File: src/gpx_pkg.sv
// What this block does
// - Each low-bank pull-down enable bit drives that pin's pull-down directly.
// - Mask bits apply to input lines only; both masks reset to all masked.
// - Mask bit 0 lets a detected event raise the interrupt output.
// - Mask bit 1 keeps events on that line off the interrupt output.
// - Sense code 00 none, 01 rising, 10 falling, 11 both edges.
// - Upper bank B sense: line 15 bits 7:6, 14 bits 5:4, then 13, 12.
// - Upper bank A sense: line 7 bits 7:6, then lines 6 and 5 descending.
// - Upper bank A sense: line 4 sits in bits 1:0.
// - Lower bank B sense: lines 11,10,9,8 in bits 7:6,5:4,3:2,1:0.
// - Lower bank A sense: line 3 in bits 7:6, lower lines descending.
// - Selected edge sets event status; writing 1 clears it and the pending bit.
// - Interrupt output returns high once all pending bits are clear.
// - Changing a line's sense field clears that line's event status bit.
// - Direction 0 is output, 1 input; only inputs raise unmasked interrupts.
package gpx_pkg;
    localparam logic [7:0] ADDR_PULLDOWN_A = 8'h07;
    localparam logic [7:0] ADDR_MASK_B = 8'h08;
    localparam logic [7:0] ADDR_MASK_A = 8'h09;
    localparam logic [7:0] ADDR_SENSE_HI_B = 8'h0a;
    localparam logic [7:0] ADDR_SENSE_HI_A = 8'h0b;
    localparam logic [7:0] ADDR_SENSE_LO_B = 8'h0c;
    localparam logic [7:0] ADDR_SENSE_LO_A = 8'h0d;
    localparam logic [7:0] ADDR_PENDING_B = 8'h0e;
    localparam logic [7:0] ADDR_PENDING_A = 8'h0f;
    localparam logic [7:0] ADDR_SEEN_B = 8'h10;
    localparam logic [7:0] ADDR_SEEN_A = 8'h11;
    localparam logic [7:0] RST_PULLDOWN = 8'h00;
    localparam logic [7:0] RST_MASK = 8'hff;
    localparam logic [7:0] RST_SENSE = 8'h00;
    localparam logic [1:0] SENSE_RISE_BIT = 2'h1;
    localparam logic [1:0] SENSE_FALL_BIT = 2'h2;

    typedef struct packed {
        logic [7:0] pulldownA;
        logic [15:0] mask;
        logic [31:0] sense;
        logic [15:0] pending;
        logic [15:0] seen;
        logic [15:0] syncA;
        logic [15:0] syncB;
        logic [15:0] prev;
        logic primed;
        logic [7:0] rdata;
        logic [7:0] pulldownOut;
        logic irqOutN;
    } gpx_state_t;
endpackage : gpx_pkg
File: src/gpx_edge_irq.sv
`timescale 1ns/1ps
`default_nettype none
module gpx_edge_irq
    import gpx_pkg::*;
(
    input wire logic clk,
    input wire logic sys_rst,
    input wire logic regWrite,
    input wire logic regRead,
    input wire logic [7:0] regAddr,
    input wire logic [7:0] regWdata,
    output logic [7:0] regRdata,
    input wire logic [15:0] pinIn,
    input wire logic [15:0] pinDirection,
    output logic [7:0] pulldownEnableA,
    output logic irq_out_n
);
    gpx_state_t s_q;
    gpx_state_t s_d;

    // ----------------------------------------
    // Sense fields: line n sits at bits 2n+1:2n of the 32-bit packing
    // ----------------------------------------
    function automatic logic [7:0] senseByte(input logic [31:0] sense, input int hi, input int lo);
        senseByte = {sense[hi*2 +: 2], sense[(hi-1)*2 +: 2], sense[(lo+1)*2 +: 2], sense[lo*2 +: 2]};
    endfunction : senseByte

    logic [31:0] senseNew;
    logic [15:0] riseHit;
    logic [15:0] fallHit;
    logic [15:0] edgeHit;
    logic [15:0] senseChanged;
    logic [15:0] clrA;

    // ----------------------------------------
    // Next state: pin pipeline, register writes, event and pending flags
    // ----------------------------------------
    always_comb
    begin
        s_d = s_q;
        senseNew = s_q.sense;
        clrA = 16'h0000;
        s_d.syncA = pinIn;
        s_d.syncB = s_q.syncA;
        s_d.prev = s_q.syncB;
        s_d.primed = 1'b1;
        riseHit = s_q.primed ? (s_q.syncB & ~s_q.prev) : 16'h0000;
        fallHit = s_q.primed ? (~s_q.syncB & s_q.prev) : 16'h0000;
        if (regWrite)
        begin
            case (regAddr)
                ADDR_PULLDOWN_A: s_d.pulldownA = regWdata;
                ADDR_MASK_B: s_d.mask[15:8] = regWdata;
                ADDR_MASK_A: s_d.mask[7:0] = regWdata;
                ADDR_SENSE_HI_B: senseNew[31:24] = regWdata;
                ADDR_SENSE_HI_A: senseNew[15:8] = regWdata;
                ADDR_SENSE_LO_B: senseNew[23:16] = regWdata;
                ADDR_SENSE_LO_A: senseNew[7:0] = regWdata;
                ADDR_PENDING_B, ADDR_SEEN_B: clrA[15:8] = regWdata;
                ADDR_PENDING_A, ADDR_SEEN_A: clrA[7:0] = regWdata;
                default: ;
            endcase
        end
        s_d.sense = senseNew;
        for (int i = 0; i < 16; i++)
        begin
            senseChanged[i] = senseNew[2*i +: 2] != s_q.sense[2*i +: 2];
            edgeHit[i] = (riseHit[i] & |(s_q.sense[2*i +: 2] & SENSE_RISE_BIT))
                       | (fallHit[i] & |(s_q.sense[2*i +: 2] & SENSE_FALL_BIT));
        end
        // Set wins over a simultaneous clear
        s_d.seen = (s_q.seen & ~clrA & ~senseChanged) | edgeHit;
        s_d.pending = (s_q.pending & ~clrA)
                    | (edgeHit & ~s_q.mask & pinDirection);
        s_d.irqOutN = ~|s_d.pending;
        s_d.pulldownOut = s_d.pulldownA;
        s_d.rdata = s_q.rdata;
        if (regRead)
        begin
            case (regAddr)
                ADDR_PULLDOWN_A: s_d.rdata = s_q.pulldownA;
                ADDR_MASK_B: s_d.rdata = s_q.mask[15:8];
                ADDR_MASK_A: s_d.rdata = s_q.mask[7:0];
                ADDR_SENSE_HI_B: s_d.rdata = senseByte(s_q.sense, 15, 12);
                ADDR_SENSE_HI_A: s_d.rdata = senseByte(s_q.sense, 7, 4);
                ADDR_SENSE_LO_B: s_d.rdata = senseByte(s_q.sense, 11, 8);
                ADDR_SENSE_LO_A: s_d.rdata = senseByte(s_q.sense, 3, 0);
                ADDR_PENDING_B: s_d.rdata = s_q.pending[15:8];
                ADDR_PENDING_A: s_d.rdata = s_q.pending[7:0];
                ADDR_SEEN_B: s_d.rdata = s_q.seen[15:8];
                ADDR_SEEN_A: s_d.rdata = s_q.seen[7:0];
                default: s_d.rdata = 8'h00;
            endcase
        end
    end

    // ----------------------------------------
    // State register
    // ----------------------------------------
    always_ff @(posedge clk)
    begin
        if (sys_rst)
        begin
            s_q <= '0;
            s_q.pulldownA <= RST_PULLDOWN;
            s_q.mask <= {RST_MASK, RST_MASK};
            s_q.sense <= {4{RST_SENSE}};
            s_q.pulldownOut <= RST_PULLDOWN;
            s_q.irqOutN <= 1'b1;
        end
        else
        begin
            s_q <= s_d;
        end
    end

    // ----------------------------------------
    // Outputs
    // ----------------------------------------
    assign regRdata = s_q.rdata;
    assign pulldownEnableA = s_q.pulldownOut;
    assign irq_out_n = s_q.irqOutN;
endmodule : gpx_edge_irq
`default_nettype wire

File: config.mk
export PLATFORM = sky130hd
export DESIGN_NAME = gpx_edge_irq
export DESIGN_NICKNAME = d
export VERILOG_FILES = /design/src/gpx_pkg.sv /design/src/gpx_edge_irq.sv
export SDC_FILE = /design/constraint.sdc
export NUM_CORES = 1
export LEC_CHECK = 0
export CORE_ASPECT_RATIO = 2
export CORE_UTILIZATION = 63
export CTS_CLUSTER_DIAMETER = 40
export DETAILED_ROUTE_END_ITERATION = 6
export DONT_BUFFER_PORTS = 1
export GPL_TIMING_DRIVEN = 0
export PLACE_DENSITY = 0.9
export SYNTH_ARGS = -nofsm -noshare
export SYNTH_HDL_FRONTEND = slang
export SYNTH_SLANG_ARGS = --single-unit
export TNS_END_PERCENT = 20
File: constraint.sdc
create_clock -name clk -period 2.6 [get_ports clk]
set_clock_uncertainty 0.1 [all_clocks]
set_input_delay 0.13 -clock clk [delete_from_list [all_inputs] [get_ports clk]]
set_output_delay 0.13 -clock clk [all_outputs]
set_load 0.02 [all_outputs]
# --- After elaboration in Yosys (flattened, before gate mapping) ---
# Cells that the tools add are included.
word_totals:
  register_bits: 146
  inputBits: 52
  output_inout_bits: 17
  word_cells: 124
classes:
  eq_ne: 27
  n_mux: 17
  n_bitwise: 62
  reduce_logical: 6
op_table:
  columns: ["cell", "n"]
  rows:
  - ["16-bit AND", 7]
  - ["8-bit one-hot mux with 11 select lines", 1]
  - ["8-bit two-way mux", 10]
  - ["16-bit inverter", 5]
  - ["8-bit by 4-bit equality test with 1-bit output (second input constant)", 8]
  - ["16-bit two-way mux", 3]
  - ["1-bit AND", 32]
  - ["32-bit two-way mux", 1]
  - ["2-bit inequality test", 16]
  - ["16-bit OR", 2]
  - ["24-bit two-way mux", 1]
  - ["18-bit two-way mux", 1]
  - ["8-bit by 5-bit equality test with 1-bit output (second input constant)", 2]
  - ["1-bit OR", 16]
  - ["16-bit OR reduction", 1]
  - ["8-bit by 3-bit equality test with 1-bit output (second input constant)", 1]
  - ["2-bit AND reduction", 2]
  - ["2-bit OR reduction", 2]
  - ["1-bit logical NOT", 1]

# --- Logic depth before layout (Yosys ltp) ---
# Gate-level depths: netlist of run 1.
logic_depth:
  ltp_word: 11
  depth_mapped: 8
  ltp_nobuf: 5

# --- Worst setup path after synthesis of run 1 ---
# No wires, ideal clock.
synth_path:
  path_kind: "input to register"
  from: "input regAddr[5]"
  to: "register s_q[68] (netlist name)"
  setup_time_ps: 132
  arrival_time_ps: 1667
  t_required_ps: 2368
  slack_ps: 700
  stages: 8
  path_buffers: 3
  path_cell_list: "or3_1 buf_6 nor4_2 buf_4 nand2_2 buf_2 o221ai_1 a31oi_1"
synth_between:
  elab_chain_len: 8
  word_cells_on_any_way: 14
  cone_classes: "eq/ne (4); mux (4); bitwise (5); reduce/logical (1)"
synth_lines:
  columns: ["element", "line", "source"]
  rows:
  - ["start, declared", "gpx_edge_irq.sv:10", "input wire logic [7:0] regAddr,"]
  - ["8-bit by 5-bit equality test with 1-bit output or 8-bit by 4-bit equality test with 1-bit output (tied branches)", "gpx_edge_irq.sv:51", "case (regAddr)"]
  - ["2-bit OR reduction", "gpx_edge_irq.sv:51", null]
  - ["8-bit two-way mux", "gpx_edge_irq.sv:51", null]
  - ["16-bit two-way mux", "gpx_edge_irq.sv:49", "if (regWrite)"]
  - ["16-bit inverter", "gpx_edge_irq.sv:72", "s_d.seen = (s_q.seen & ~clrA & ~senseChanged) | edgeHit;"]
  - ["16-bit AND", "gpx_edge_irq.sv:72", null]
  - ["16-bit AND *", "gpx_edge_irq.sv:72", null]
  - ["16-bit OR *", "gpx_edge_irq.sv:72", null]
  - ["end, declared", "gpx_edge_irq.sv:18", "gpx_state_t s_q;"]
# Every way passes the cells marked *; elsewhere a longest branch is shown, timed or not.
# A chain may end at the register's enable or synchronous reset.

# --- Worst setup path after layout of run 1 ---
layout_path:
  from: "input regAddr[6]"
  to: "register s_q[91] (netlist name)"
layout_between:
  elab_chain_len: 7
  word_cells_on_any_way: 8
  cone_classes: "eq/ne (2); mux (2); bitwise (3); reduce/logical (1)"
layout_lines:
  columns: ["element", "line", "source"]
  rows:
  - ["8-bit by 5-bit equality test with 1-bit output or 8-bit by 4-bit equality test with 1-bit output (tied branches)", "gpx_edge_irq.sv:51", null]
  - ["2-bit OR reduction *", "gpx_edge_irq.sv:51", null]
  - ["8-bit two-way mux *", "gpx_edge_irq.sv:51", null]
  - ["16-bit two-way mux *", "gpx_edge_irq.sv:49", null]
  - ["16-bit inverter *", "gpx_edge_irq.sv:73", "s_d.pending = (s_q.pending & ~clrA)"]
  - ["16-bit AND *", "gpx_edge_irq.sv:73", null]
  - ["16-bit OR *", "gpx_edge_irq.sv:74", "| (edgeHit & ~s_q.mask & pinDirection);"]
# Marks and branches as above.

==> flow_summary.json, run 1 <==
{
  "outcome": "complete, but fails checks",
  "violated_checks": "negative setup slack",
  "p_r_area_growth_vs_syn_pct": 17.2,
  "layout.nets": 869,
  "tritoncts": "yes",
  "largest_net_degree_at_the_start_of_global_routing": 17,
  "core_util_final": 0.757,
  "io_pins": 69,
  "critical_path.startpoint_type": "input pin",
  "path_max_fanout": 6,
  "yosys_most_used_dff": "sky130_fd_sc_hd__dfxtp_1",
  "vias_per_cell": 7.08,
  "grt_setup_unrepaired": "yes",
  "first_global_vias": 6748,
  "clock_sink_count": 146,
  "synth-warning-count": 0,
  "mappedNetlistNets": 812,
  "final_common_cell": "sky130_fd_sc_hd__dfxtp_1",
  "timing_worst_setup_path_type": "input pin to flip-flop",
  "cts_root_buffer": "sky130_fd_sc_hd__clkbuf_16",
  "period_share": 1.02,
  "post_synth_instance_area_sq_um": 6720,
  "timing.max_slew.rel_slack": 0.272,
  "final-instance-count-excl-fill": 966,
  "num_vias": 6838,
  "finish.instance_area_sq_um": 7880,
  "finalSetupViolations": 2,
  "global_route.overflow_total": 0,
  "floorplan.die.height_microns": 148,
  "fin_crit_ns": 2.65,
  "number_of_register_bits_inferred_by_synthesis": 146,
  "fp.dieArea_sq_um": 11100,
  "worst_hold_path_type": "input pin to flip-flop",
  "multi_input_area_sq_um": 3420,
  "floorplan.core_area_sq_um": 10400,
  "cts_max_path_buffers": 2,
  "die_x_microns": 75.0,
  "antenna_violating_nets_post_route": 0,
  "dp.cells": 897,
  "placement.setup.worst_slack_ns": -0.154,
  "layout_common_cells": "sky130_fd_sc_hd__dfxtp_1, sky130_fd_sc_hd__nand2_1, sky130_fd_sc_hd__a21oi_1",
  "ys_seq_area_frac": 0.435,
  "irDropWorstVdd_uv": 776,
  "slew_viol_final": 0,
  "number_of_failing_hold_endpoints_at_the_final_stage": 0,
  "postSynth.asyncResetShare": 0,
  "slew_at_the_pin_closest_to_its_max_slew_limit_ns": 1.09,
  "dp_hpwl_microns": 18100,
  "all_layer_global_routing_usage": 0.504,
  "synth_enable_flop_cells": 0,
  "antenna_cells_inserted": 0,
  "synthDistinctLibCells": 50,
  "floorplan.initialDensity": 0.646,
  "achievable-frequency_mhz": 377,
  "tritoncts.num_buffers": 17,
  "postSynthAreaPerCell_sq_um": 8.84,
  "drc_errors": 0,
  "drive_gt1_frac": 0.110,
  "timing.final.ws_setup_ns": -0.0532,
  "htreeDepth": 4,
  "cap_violations": 0,
  "power.leakage_nw": 2.74,
  "pwr_density_cell_nw_per_um2": 647,
  "grt_first_pass_wirelength_microns": 39300,
  "routed_wirelength_microns": 26400,
  "antenna_found_initial": 0,
  "rows": 53,
  "worstSetupEndpointType": "flip-flop",
  "ff_latch_area_sq_um": 2920,
  "first_pass_iters": 6,
  "hold-worst-slack_ns": 0.00784,
  "cp_data_arrival_time_ns": 2.84,
  "fillers": 757,
  "avgRoutedWirePerCell_microns": 27.3,
  "worst_ep_required_time_ns": 2.79,
  "insertion_delay_ns": 0.43,
  "dpl_cell_area_sq_um": 6890,
  "syn_inst": 760,
  "globalplace.congestion": 1.02,
  "portBuffers": 0,
  "drt_first_iter_violations": 908,
  "clk_pin_slew_worst_paths_ns": 0.07
}
[per-stage QoR]
stage          power (mW)  setup TNS, ns
5_1_grt              5.18         -0.185
6_report             5.10        -0.0691
4_1_cts              5.04              0
3_5_place_dp         2.59         -0.265
2_1_floorplan        2.50              0
3_3_place_gp         2.58         -0.255
[where the power goes]
group / leakage [nW] / switching [mW] / internal [mW]
logic: 1.27 / 0.215 / 0.101
registers: 1.19 / 0.0182 / 2.27
clock network: 0.288 / 1.13 / 1.37
[cell usage after synthesis, types with 3 or more instances]
cell type / count / area, sq um
sky130_fd_sc_hd__buf_4: 18 / 135
sky130_fd_sc_hd__a21oi_1: 71 / 355
sky130_fd_sc_hd__nand3_1: 56 / 280
sky130_fd_sc_hd__and2_1: 8 / 50.1
sky130_fd_sc_hd__a22oi_1: 19 / 143
sky130_fd_sc_hd__nor2b_1: 51 / 319
sky130_fd_sc_hd__o2111ai_1: 7 / 61.3
sky130_fd_sc_hd__o31a_1: 4 / 35.0
sky130_fd_sc_hd__buf_2: 15 / 75.1
sky130_fd_sc_hd__a21boi_0: 5 / 37.5
sky130_fd_sc_hd__a221oi_1: 9 / 78.8
sky130_fd_sc_hd__a211oi_1: 7 / 52.6
sky130_fd_sc_hd__a31oi_1: 16 / 100
sky130_fd_sc_hd__and4_1: 3 / 26.3
sky130_fd_sc_hd__clkbuf_1: 34 / 128
sky130_fd_sc_hd__nand4b_1: 32 / 280
sky130_fd_sc_hd__mux2i_1: 3 / 30.0
sky130_fd_sc_hd__nand4_1: 7 / 43.8
sky130_fd_sc_hd__nor2_1: 30 / 113
sky130_fd_sc_hd__nand2b_1: 18 / 113
sky130_fd_sc_hd__nor4_4: 3 / 63.8
sky130_fd_sc_hd__nand2_1: 82 / 308
sky130_fd_sc_hd__o21ai_0: 5 / 25.0
sky130_fd_sc_hd__o211ai_1: 19 / 143
sky130_fd_sc_hd__a2bb2oi_1: 6 / 52.6
sky130_fd_sc_hd__xor2_1: 26 / 228
sky130_fd_sc_hd__nor4_2: 5 / 62.6
sky130_fd_sc_hd__a22o_1: 10 / 87.6
sky130_fd_sc_hd__inv_1: 7 / 26.3
sky130_fd_sc_hd__o221ai_1: 7 / 61.3
sky130_fd_sc_hd__nor3_2: 3 / 30.0
sky130_fd_sc_hd__a221oi_2: 3 / 45.0
sky130_fd_sc_hd__dfxtp_1: 146 / 2920
[worst paths after layout]
path,endpoint,start,slack (ns),cells past startpoint
max,s_q[91]$_SDFF_PP0_,regAddr[6],-0.05,7
min,s_q[97]$_SDFF_PP0_,pinDirection[15],0.008,4
max reg2reg,irq_out_n$_SDFF_PP1_,s_q[17]$_DFF_P_,0.25,6
min reg2reg,s_d[28]$_SDFF_PP0_,s_d[44]$_SDFF_PP0_,0.33,1
[layer usage]
layer | wire length [microns] | vias to the layer above | track usage
met5 | 0 | - | 0
met4 | 3140 | 0 | 0.485
met3 | 3010 | 219 | 0.192
met2 | 11900 | 601 | 0.745
met1 | 8340 | 3139 | 0.523
li1 | - | 2879 | -
[timing repair]
| item | in CTS | in global routing |
|---|---|---|
| endpoints found under the setup margin | 0 | 3 |
| buffers inserted | 0 | 2 |
| hold buffers | 36 | 0 |
| resized for setup | 0 | 3 |
| endpoints found under the hold margin | 37 | 0 |
[critical path: stages]
cell,delay [ns]
sky130_fd_sc_hd__dlygate4sd3_1,0.58
sky130_fd_sc_hd__nor4_4,0.42
sky130_fd_sc_hd__o2111ai_1,0.22
sky130_fd_sc_hd__dlygate4sd3_1,0.65
sky130_fd_sc_hd__a21oi_1,0.23
sky130_fd_sc_hd__dlygate4sd3_1,0.58
sky130_fd_sc_hd__nor2_1,0.04
[registers in the layout, indices dropped and copies added (netlist names), named ones only]
name,count
irq_out_n,1
regRdata,8
s_d,32
s_q,97
[final cells by class]
class	instances	area share
buffer	70	0.0453
clock buffer	17	0.0540
timing repair buffer	38	0.0476
inverter	9	0.00429
tap	137	0.0218
clock inverter	14	0.0213
sequential	146	0.371
multi-input combinational	535	0.435
[cell families after synthesis]
kind of cell | after synthesis | share of synthesized area
compound gates | 194 | 0.199
simple gates | 309 | 0.265
buf+inv | 79 | 0.0581
mux | 5 | 0.00782
flops | 146 | 0.435
xor+xnor | 27 | 0.0352
Power figures use the tool's default switching activity.
==> run 2, diff against run 1 <==
--- a/config.mk
+++ b/config.mk
@@ -5,13 +5,16 @@
 export SDC_FILE = /design/constraint.sdc
 export NUM_CORES = 1
 export LEC_CHECK = 0
+export CELL_PAD_IN_SITES_DETAIL_PLACEMENT = 0
+export CELL_PAD_IN_SITES_GLOBAL_PLACEMENT = 1
 export CORE_ASPECT_RATIO = 2
-export CORE_UTILIZATION = 63
+export CORE_UTILIZATION = 48
 export CTS_CLUSTER_DIAMETER = 40
 export DETAILED_ROUTE_END_ITERATION = 6
 export DONT_BUFFER_PORTS = 1
 export GPL_TIMING_DRIVEN = 0
 export PLACE_DENSITY = 0.9
+export REMOVE_ABC_BUFFERS = 1
 export SYNTH_ARGS = -nofsm -noshare
 export SYNTH_HDL_FRONTEND = slang
 export SYNTH_SLANG_ARGS = --single-unit
==> run 2 against run 1 <==
Against the previous run:
- the flow now finishes without violations
- via count decreased by 7.0%
- sequential cell count stayed put
- highest routed layer unchanged
- maximum frequency rose by 4.2%
- count of clock-buffer cells in the layout up 1
==> flow_summary.json, run 2 (synthesis results as in run 1) <==
{
  "outcome": "finished, final reports clean",
  "crit_path_max_incr_delay_ns": 1.09,
  "global_route.overflow_total": 0,
  "power.leakage_nw": 2.65,
  "tritoncts.num_buffers": 17,
  "finalSetupViolations": 0,
  "drt_first_iter_violations": 709,
  "irDropWorstVdd_uv": 501,
  "floorplan.core_area_sq_um": 13600,
  "vias_per_cell": 6.61,
  "core_util_final": 0.576,
  "path_max_fanout": 17,
  "cp_data_arrival_time_ns": 2.80,
  "fin_crit_ns": 2.55,
  "grt_first_pass_wirelength_microns": 35800,
  "tritoncts": "yes",
  "final_common_cell": "sky130_fd_sc_hd__dfxtp_1",
  "avgRoutedWirePerCell_microns": 24.5,
  "critical_path.startpoint_type": "input pin",
  "globalplace.congestion": 0.939,
  "insertion_delay_ns": 0.43,
  "drc_errors": 0,
  "worst_hold_path_type": "input pin to flip-flop",
  "timing.max_slew.rel_slack": 0.0425,
  "antenna_found_initial": 0,
  "worstSetupEndpointType": "flip-flop",
  "number_of_failing_hold_endpoints_at_the_final_stage": 0,
  "fin_total_pwr_mw": 5.20,
  "p_r_area_growth_vs_syn_pct": 16.5,
  "antenna_violating_nets_post_route": 0,
  "clock_sink_count": 146,
  "achievable-frequency_mhz": 393,
  "dp.cells": 877,
  "largest-register": "s_q",
  "cpMaxStageDelayCell": "sky130_fd_sc_hd__nor4_4",
  "routed_wirelength_microns": 23600,
  "fp.dieArea_sq_um": 14500,
  "worst_ep_required_time_ns": 2.85,
  "htreeDepth": 4,
  "period_share": 0.979,
  "timing_worst_setup_path_type": "input pin to flip-flop",
  "layout.nets": 816,
  "cap_violations": 0,
  "die_x_microns": 85.7,
  "first_global_vias": 6305,
  "num_vias": 6361,
  "fillers": 1197,
  "largest_register_ffs": 97,
  "pwr_density_cell_nw_per_um2": 664,
  "final-instance-count-excl-fill": 963,
  "slew_at_the_pin_closest_to_its_max_slew_limit_ns": 1.43,
  "largest_net_degree_at_the_start_of_global_routing": 127,
  "cts_max_path_buffers": 2,
  "layout_common_cells": "sky130_fd_sc_hd__dfxtp_1, sky130_fd_sc_hd__nand2_1, sky130_fd_sc_hd__a21oi_1",
  "first_pass_iters": 6,
  "grt_setup_unrepaired": "yes",
  "critical_path.cell_chain": "or3_1, nor4_4, nand3_1, dlygate4sd3_1, a21oi_1",
  "io_pins": 69,
  "rows": 60,
  "floorplan.die.height_microns": 169,
  "all_layer_global_routing_usage": 0.332,
  "drive_gt1_frac": 0.0785,
  "dp_hpwl_microns": 14700,
  "floorplan.initialDensity": 0.495,
  "placement.setup.worst_slack_ns": -0.794,
  "slew_viol_final": 0,
  "cts_root_buffer": "sky130_fd_sc_hd__clkbuf_16",
  "timing.final.ws_setup_ns": 0.0535,
  "clk_pin_slew_worst_paths_ns": 0.06,
  "antenna_cells_inserted": 0,
  "hold-worst-slack_ns": 0.00242,
  "portBuffers": 0
}
## run 2: changes by cell type in the layout (fill, tap and decap cells not counted), sizes merged
| cell | change |
|---|---|
| clkinv | -1 |
| buf | -30 |
| bufinv | +3 |
| dlygate4sd3 | +11 |
| clkinvlp | +3 |
| inv | -5 |
| clkbuf | -33 |
## run 2: layer usage
layer	track usage	vias up	routed length (microns)
met3	0.0773	151	1850
met5	0	-	0
met1	0.352	3021	8180
li1	-	2774	-
met2	0.542	415	11200
met4	0.294	0	2340
## run 2: critical path, delay by kind of cell
kind            cells  cell delay [ns]
compound gates      1             0.14
buf+inv             1             0.61
simple gates        3             1.90
## run 2: cell type report
cell class | instances | area, sq um | area share
Timing Repair Buffer | 55 | 567 | 0.0724
Clock buffer | 18 | 429 | 0.0548
Sequential cell | 146 | 2920 | 0.373
Multi-Input combinational cell | 535 | 3440 | 0.439
Clock inverter | 14 | 204 | 0.0260
Inverter | 9 | 33.8 | 0.00431
Tap cell | 186 | 233 | 0.0297
## run 2: final timing paths
path | cells after the start | slack [ns] | endpoint | start
worst max-delay path | 5 | 0.05 | s_q[114]$_SDFF_PP0_ | regAddr[5]
worst min-delay path | 4 | 0.002 | s_q[88]$_SDFF_PP0_ | regWdata[6]
worst max register to register | 5 | 0.28 | irq_out_n$_SDFF_PP1_ | s_q[17]$_DFF_P_
worst min register to register | 1 | 0.33 | s_d[26]$_SDFF_PP0_ | s_d[42]$_SDFF_PP0_
## run 2: repair_timing
| action | in CTS | in global routing |
|---|---|---|
| hold buffers | 48 | 1 |
| endpoints found under the hold margin | 144 | 8 |
| resized for setup | 1 | 2 |
| pin swaps | 2 | 2 |
| setup buffers | 1 | 3 |
| setup endpoints to repair | 17 | 7 |
## run 2: where the power goes
part / switching (mW) / internal (mW)
registers: 0.0241 / 2.27
logic: 0.151 / 0.107
clock network: 1.03 / 1.62
## run 2: through the flow
step	cell area, sq um	TNS [ns]
floorplan	6360	0
global placement	6600	-32.81
detailed placement	6630	-18.77
CTS	7780	-0.0750
global route	7830	-0.0209
finish	7830	0
==> run 3, diff against run 2 <==
--- a/config.mk
+++ b/config.mk
@@ -8,12 +8,12 @@
 export CELL_PAD_IN_SITES_DETAIL_PLACEMENT = 0
 export CELL_PAD_IN_SITES_GLOBAL_PLACEMENT = 1
 export CORE_ASPECT_RATIO = 2
-export CORE_UTILIZATION = 48
+export CORE_UTILIZATION = 52
 export CTS_CLUSTER_DIAMETER = 40
 export DETAILED_ROUTE_END_ITERATION = 6
 export DONT_BUFFER_PORTS = 1
 export GPL_TIMING_DRIVEN = 0
-export PLACE_DENSITY = 0.9
+export PLACE_DENSITY = 0.95
 export REMOVE_ABC_BUFFERS = 1
 export SYNTH_ARGS = -nofsm -noshare
 export SYNTH_HDL_FRONTEND = slang
==> constraint.sdc (replaced) <==
create_clock -name clk -period 3.2 [get_ports clk]
set_clock_uncertainty 0.1 [all_clocks]
set_input_delay 0.16 -clock clk [delete_from_list [all_inputs] [get_ports clk]]
set_output_delay 0.16 -clock clk [all_outputs]
set_load 0.02 [all_outputs]
==> run 3 against run 2 <==
Against the previous run:
- the flow now finishes with violations (design-rule violations)
- register-to-register slack better by 0.33 ns
- global-route usage up 3.1 points
- worst hold slack improved by 0.0098 ns
==> flow_summary.json, run 3 (synthesis results as in run 1) <==
{
  "drt_first_iter_violations": 863,
  "antenna_cells_inserted": 0,
  "insertion_delay_ns": 0.43,
  "dp_hpwl_microns": 14100,
  "portBuffers": 0,
  "worst_hold_path_type": "input pin to flip-flop",
  "tritoncts": "yes",
  "intPower_mw": 3.01,
  "hold_path_sink": "s_q[70]$_SDFF_PP0_",
  "pwr-share-comb": 0.049,
  "rr_endpoint": "irq_out_n$_SDFF_PP1_",
  "fin_total_pwr_mw": 3.95,
  "cts_max_path_buffers": 2,
  "slew_viol_final": 0,
  "hold-worst-slack_ns": 0.0122,
  "antenna_found_initial": 0,
  "fin_crit_ns": 2.93,
  "cts-resized-gates": 0,
  "timing_worst_setup_path_type": "input pin to flip-flop",
  "outcome": "complete, but fails checks",
  "hp_start": "regWrite",
  "path_max_fanout": 18,
  "cap_violations": 0,
  "r2r_depth": 5,
  "reg2reg_from": "s_q[17]$_DFF_P_",
  "first_global_vias": 6392,
  "io_pins": 69,
  "p_r_area_growth_vs_syn_pct": 11.9,
  "fillers": 1052,
  "largest-register": "s_q",
  "grt_setup_unrepaired": "no",
  "all_layer_global_routing_usage": 0.363,
  "fp.dieArea_sq_um": 13400,
  "largest_register_ffs": 97,
  "timing.reg2reg.setup_slack_ns": 0.61,
  "avgRoutedWirePerCell_microns": 25.4,
  "grt_first_pass_wirelength_microns": 34800,
  "htreeDepth": 4,
  "final_common_cell": "sky130_fd_sc_hd__dfxtp_1",
  "first_pass_iters": 7,
  "violated_checks": "design-rule violations",
  "routed_wirelength_microns": 23100,
  "worstSetupEndpointType": "flip-flop",
  "ff_latch_area_sq_um": 2920,
  "cts_root_buffer": "sky130_fd_sc_hd__clkbuf_16",
  "cp_data_arrival_time_ns": 3.12,
  "drc_errors": 2,
  "placement.setup.worst_slack_ns": -0.00689,
  "swShare": 0.237,
  "layout.nets": 798,
  "floorplan.core_area_sq_um": 12600,
  "power.leakage_nw": 2.53,
  "multi_input_area_sq_um": 3430,
  "achievable-frequency_mhz": 341,
  "period_share": 0.917,
  "min_delay_path_depth": 3,
  "number_of_failing_hold_endpoints_at_the_final_stage": 0,
  "timing.max_slew.rel_slack": 0.0211,
  "total_switching_power_mw": 0.935,
  "floorplan.initialDensity": 0.535,
  "clock_sink_count": 146,
  "pwr_density_cell_nw_per_um2": 525,
  "globalplace.congestion": 0.956,
  "floorplan.die.height_microns": 163,
  "tritoncts.num_buffers": 17,
  "slew_at_the_pin_closest_to_its_max_slew_limit_ns": 1.47,
  "die_x_microns": 82.4,
  "antenna_violating_nets_post_route": 0,
  "timing.final.ws_setup_ns": 0.266,
  "largest_net_degree_at_the_start_of_global_routing": 129,
  "critical_path.startpoint_type": "input pin",
  "vias_per_cell": 6.94,
  "drive_gt1_frac": 0.0738,
  "irDropWorstVdd_uv": 419,
  "finalSetupViolations": 0,
  "global_route.overflow_total": 0,
  "num_vias": 6311,
  "clockPowerShare": 0.478,
  "layout_common_cells": "sky130_fd_sc_hd__dfxtp_1, sky130_fd_sc_hd__nand2_1, sky130_fd_sc_hd__a21oi_1",
  "power.share.sequential": 0.472,
  "worst_ep_required_time_ns": 3.39,
  "rows": 58,
  "clk_pin_slew_worst_paths_ns": 0.06
}
[run 3: routing by layer]
layer	global-route usage	vias up	wire length [microns]
li1	-	2721	-
met1	0.376	2918	7540
met2	0.571	487	11000
met3	0.105	185	2330
met4	0.333	0	2190
met5	0	-	0
[run 3: critical path: stages]
cell	delay (ns)
sky130_fd_sc_hd__or3_1	0.65
sky130_fd_sc_hd__nor4_4	1.18
sky130_fd_sc_hd__nand2_1	0.64
sky130_fd_sc_hd__o221ai_1	0.36
sky130_fd_sc_hd__a31oi_1	0.11
[run 3: power by group through the flow]
stage | clock network, mW | logic, mW | registers, mW
final | 1.89 | 0.194 | 1.86
after global routing | 1.97 | 0.203 | 1.87
after CTS | 1.89 | 0.188 | 1.86
after detailed placement | 0 | 0.0993 | 1.90
after global placement | 0 | 0.0953 | 1.90
after floorplan | 0 | 0.0773 | 1.90
[run 3: layout make-up]
class                   instances  area share
multi-input cells             535       0.455
flip-flops and latches        146       0.389
clock buffers                  20      0.0594
repair buffers                 37      0.0529
well taps                     150      0.0250
clock inverters                12      0.0141
inverters                       9     0.00449
[run 3: how the worst max path moves through the flow]
| stage | start | endpoint | slack (ns) | cells after the start |
|---|---|---|---|---|
| final | regAddr[5] | s_q[73]$_SDFF_PP0_ | 0.27 | 5 |
| after CTS | regAddr[5] | s_q[73]$_SDFF_PP0_ | 0.40 | 5 |
| after floorplan | regAddr[5] | s_q[130]$_SDFFE_PP1P_ | 0.89 | 5 |
| after global placement | regAddr[5] | s_q[137]$_SDFFE_PP1P_ | -0.42 | 5 |
| after detailed placement | regAddr[5] | s_q[73]$_SDFF_PP0_ | -0.007 | 5 |
| after global routing | regAddr[5] | s_q[73]$_SDFF_PP0_ | 0.15 | 5 |
[run 3: stage by stage]
step	TNS, ns	cells	cell area [sq um]	utilization
floorplan	0	690	6360	-
global placement	-6.38	840	6550	0.522
detailed placement	-0.00689	842	6590	0.525
CTS	0	908	7510	0.598
global route	0	909	7520	0.599
finish	0	909	7520	0.599
[run 3: what timing repair did]
action / CTS / global route
endpoints found under the hold margin: 144 / 0
buffers inserted: 0 / 0
hold buffers: 34 / 0
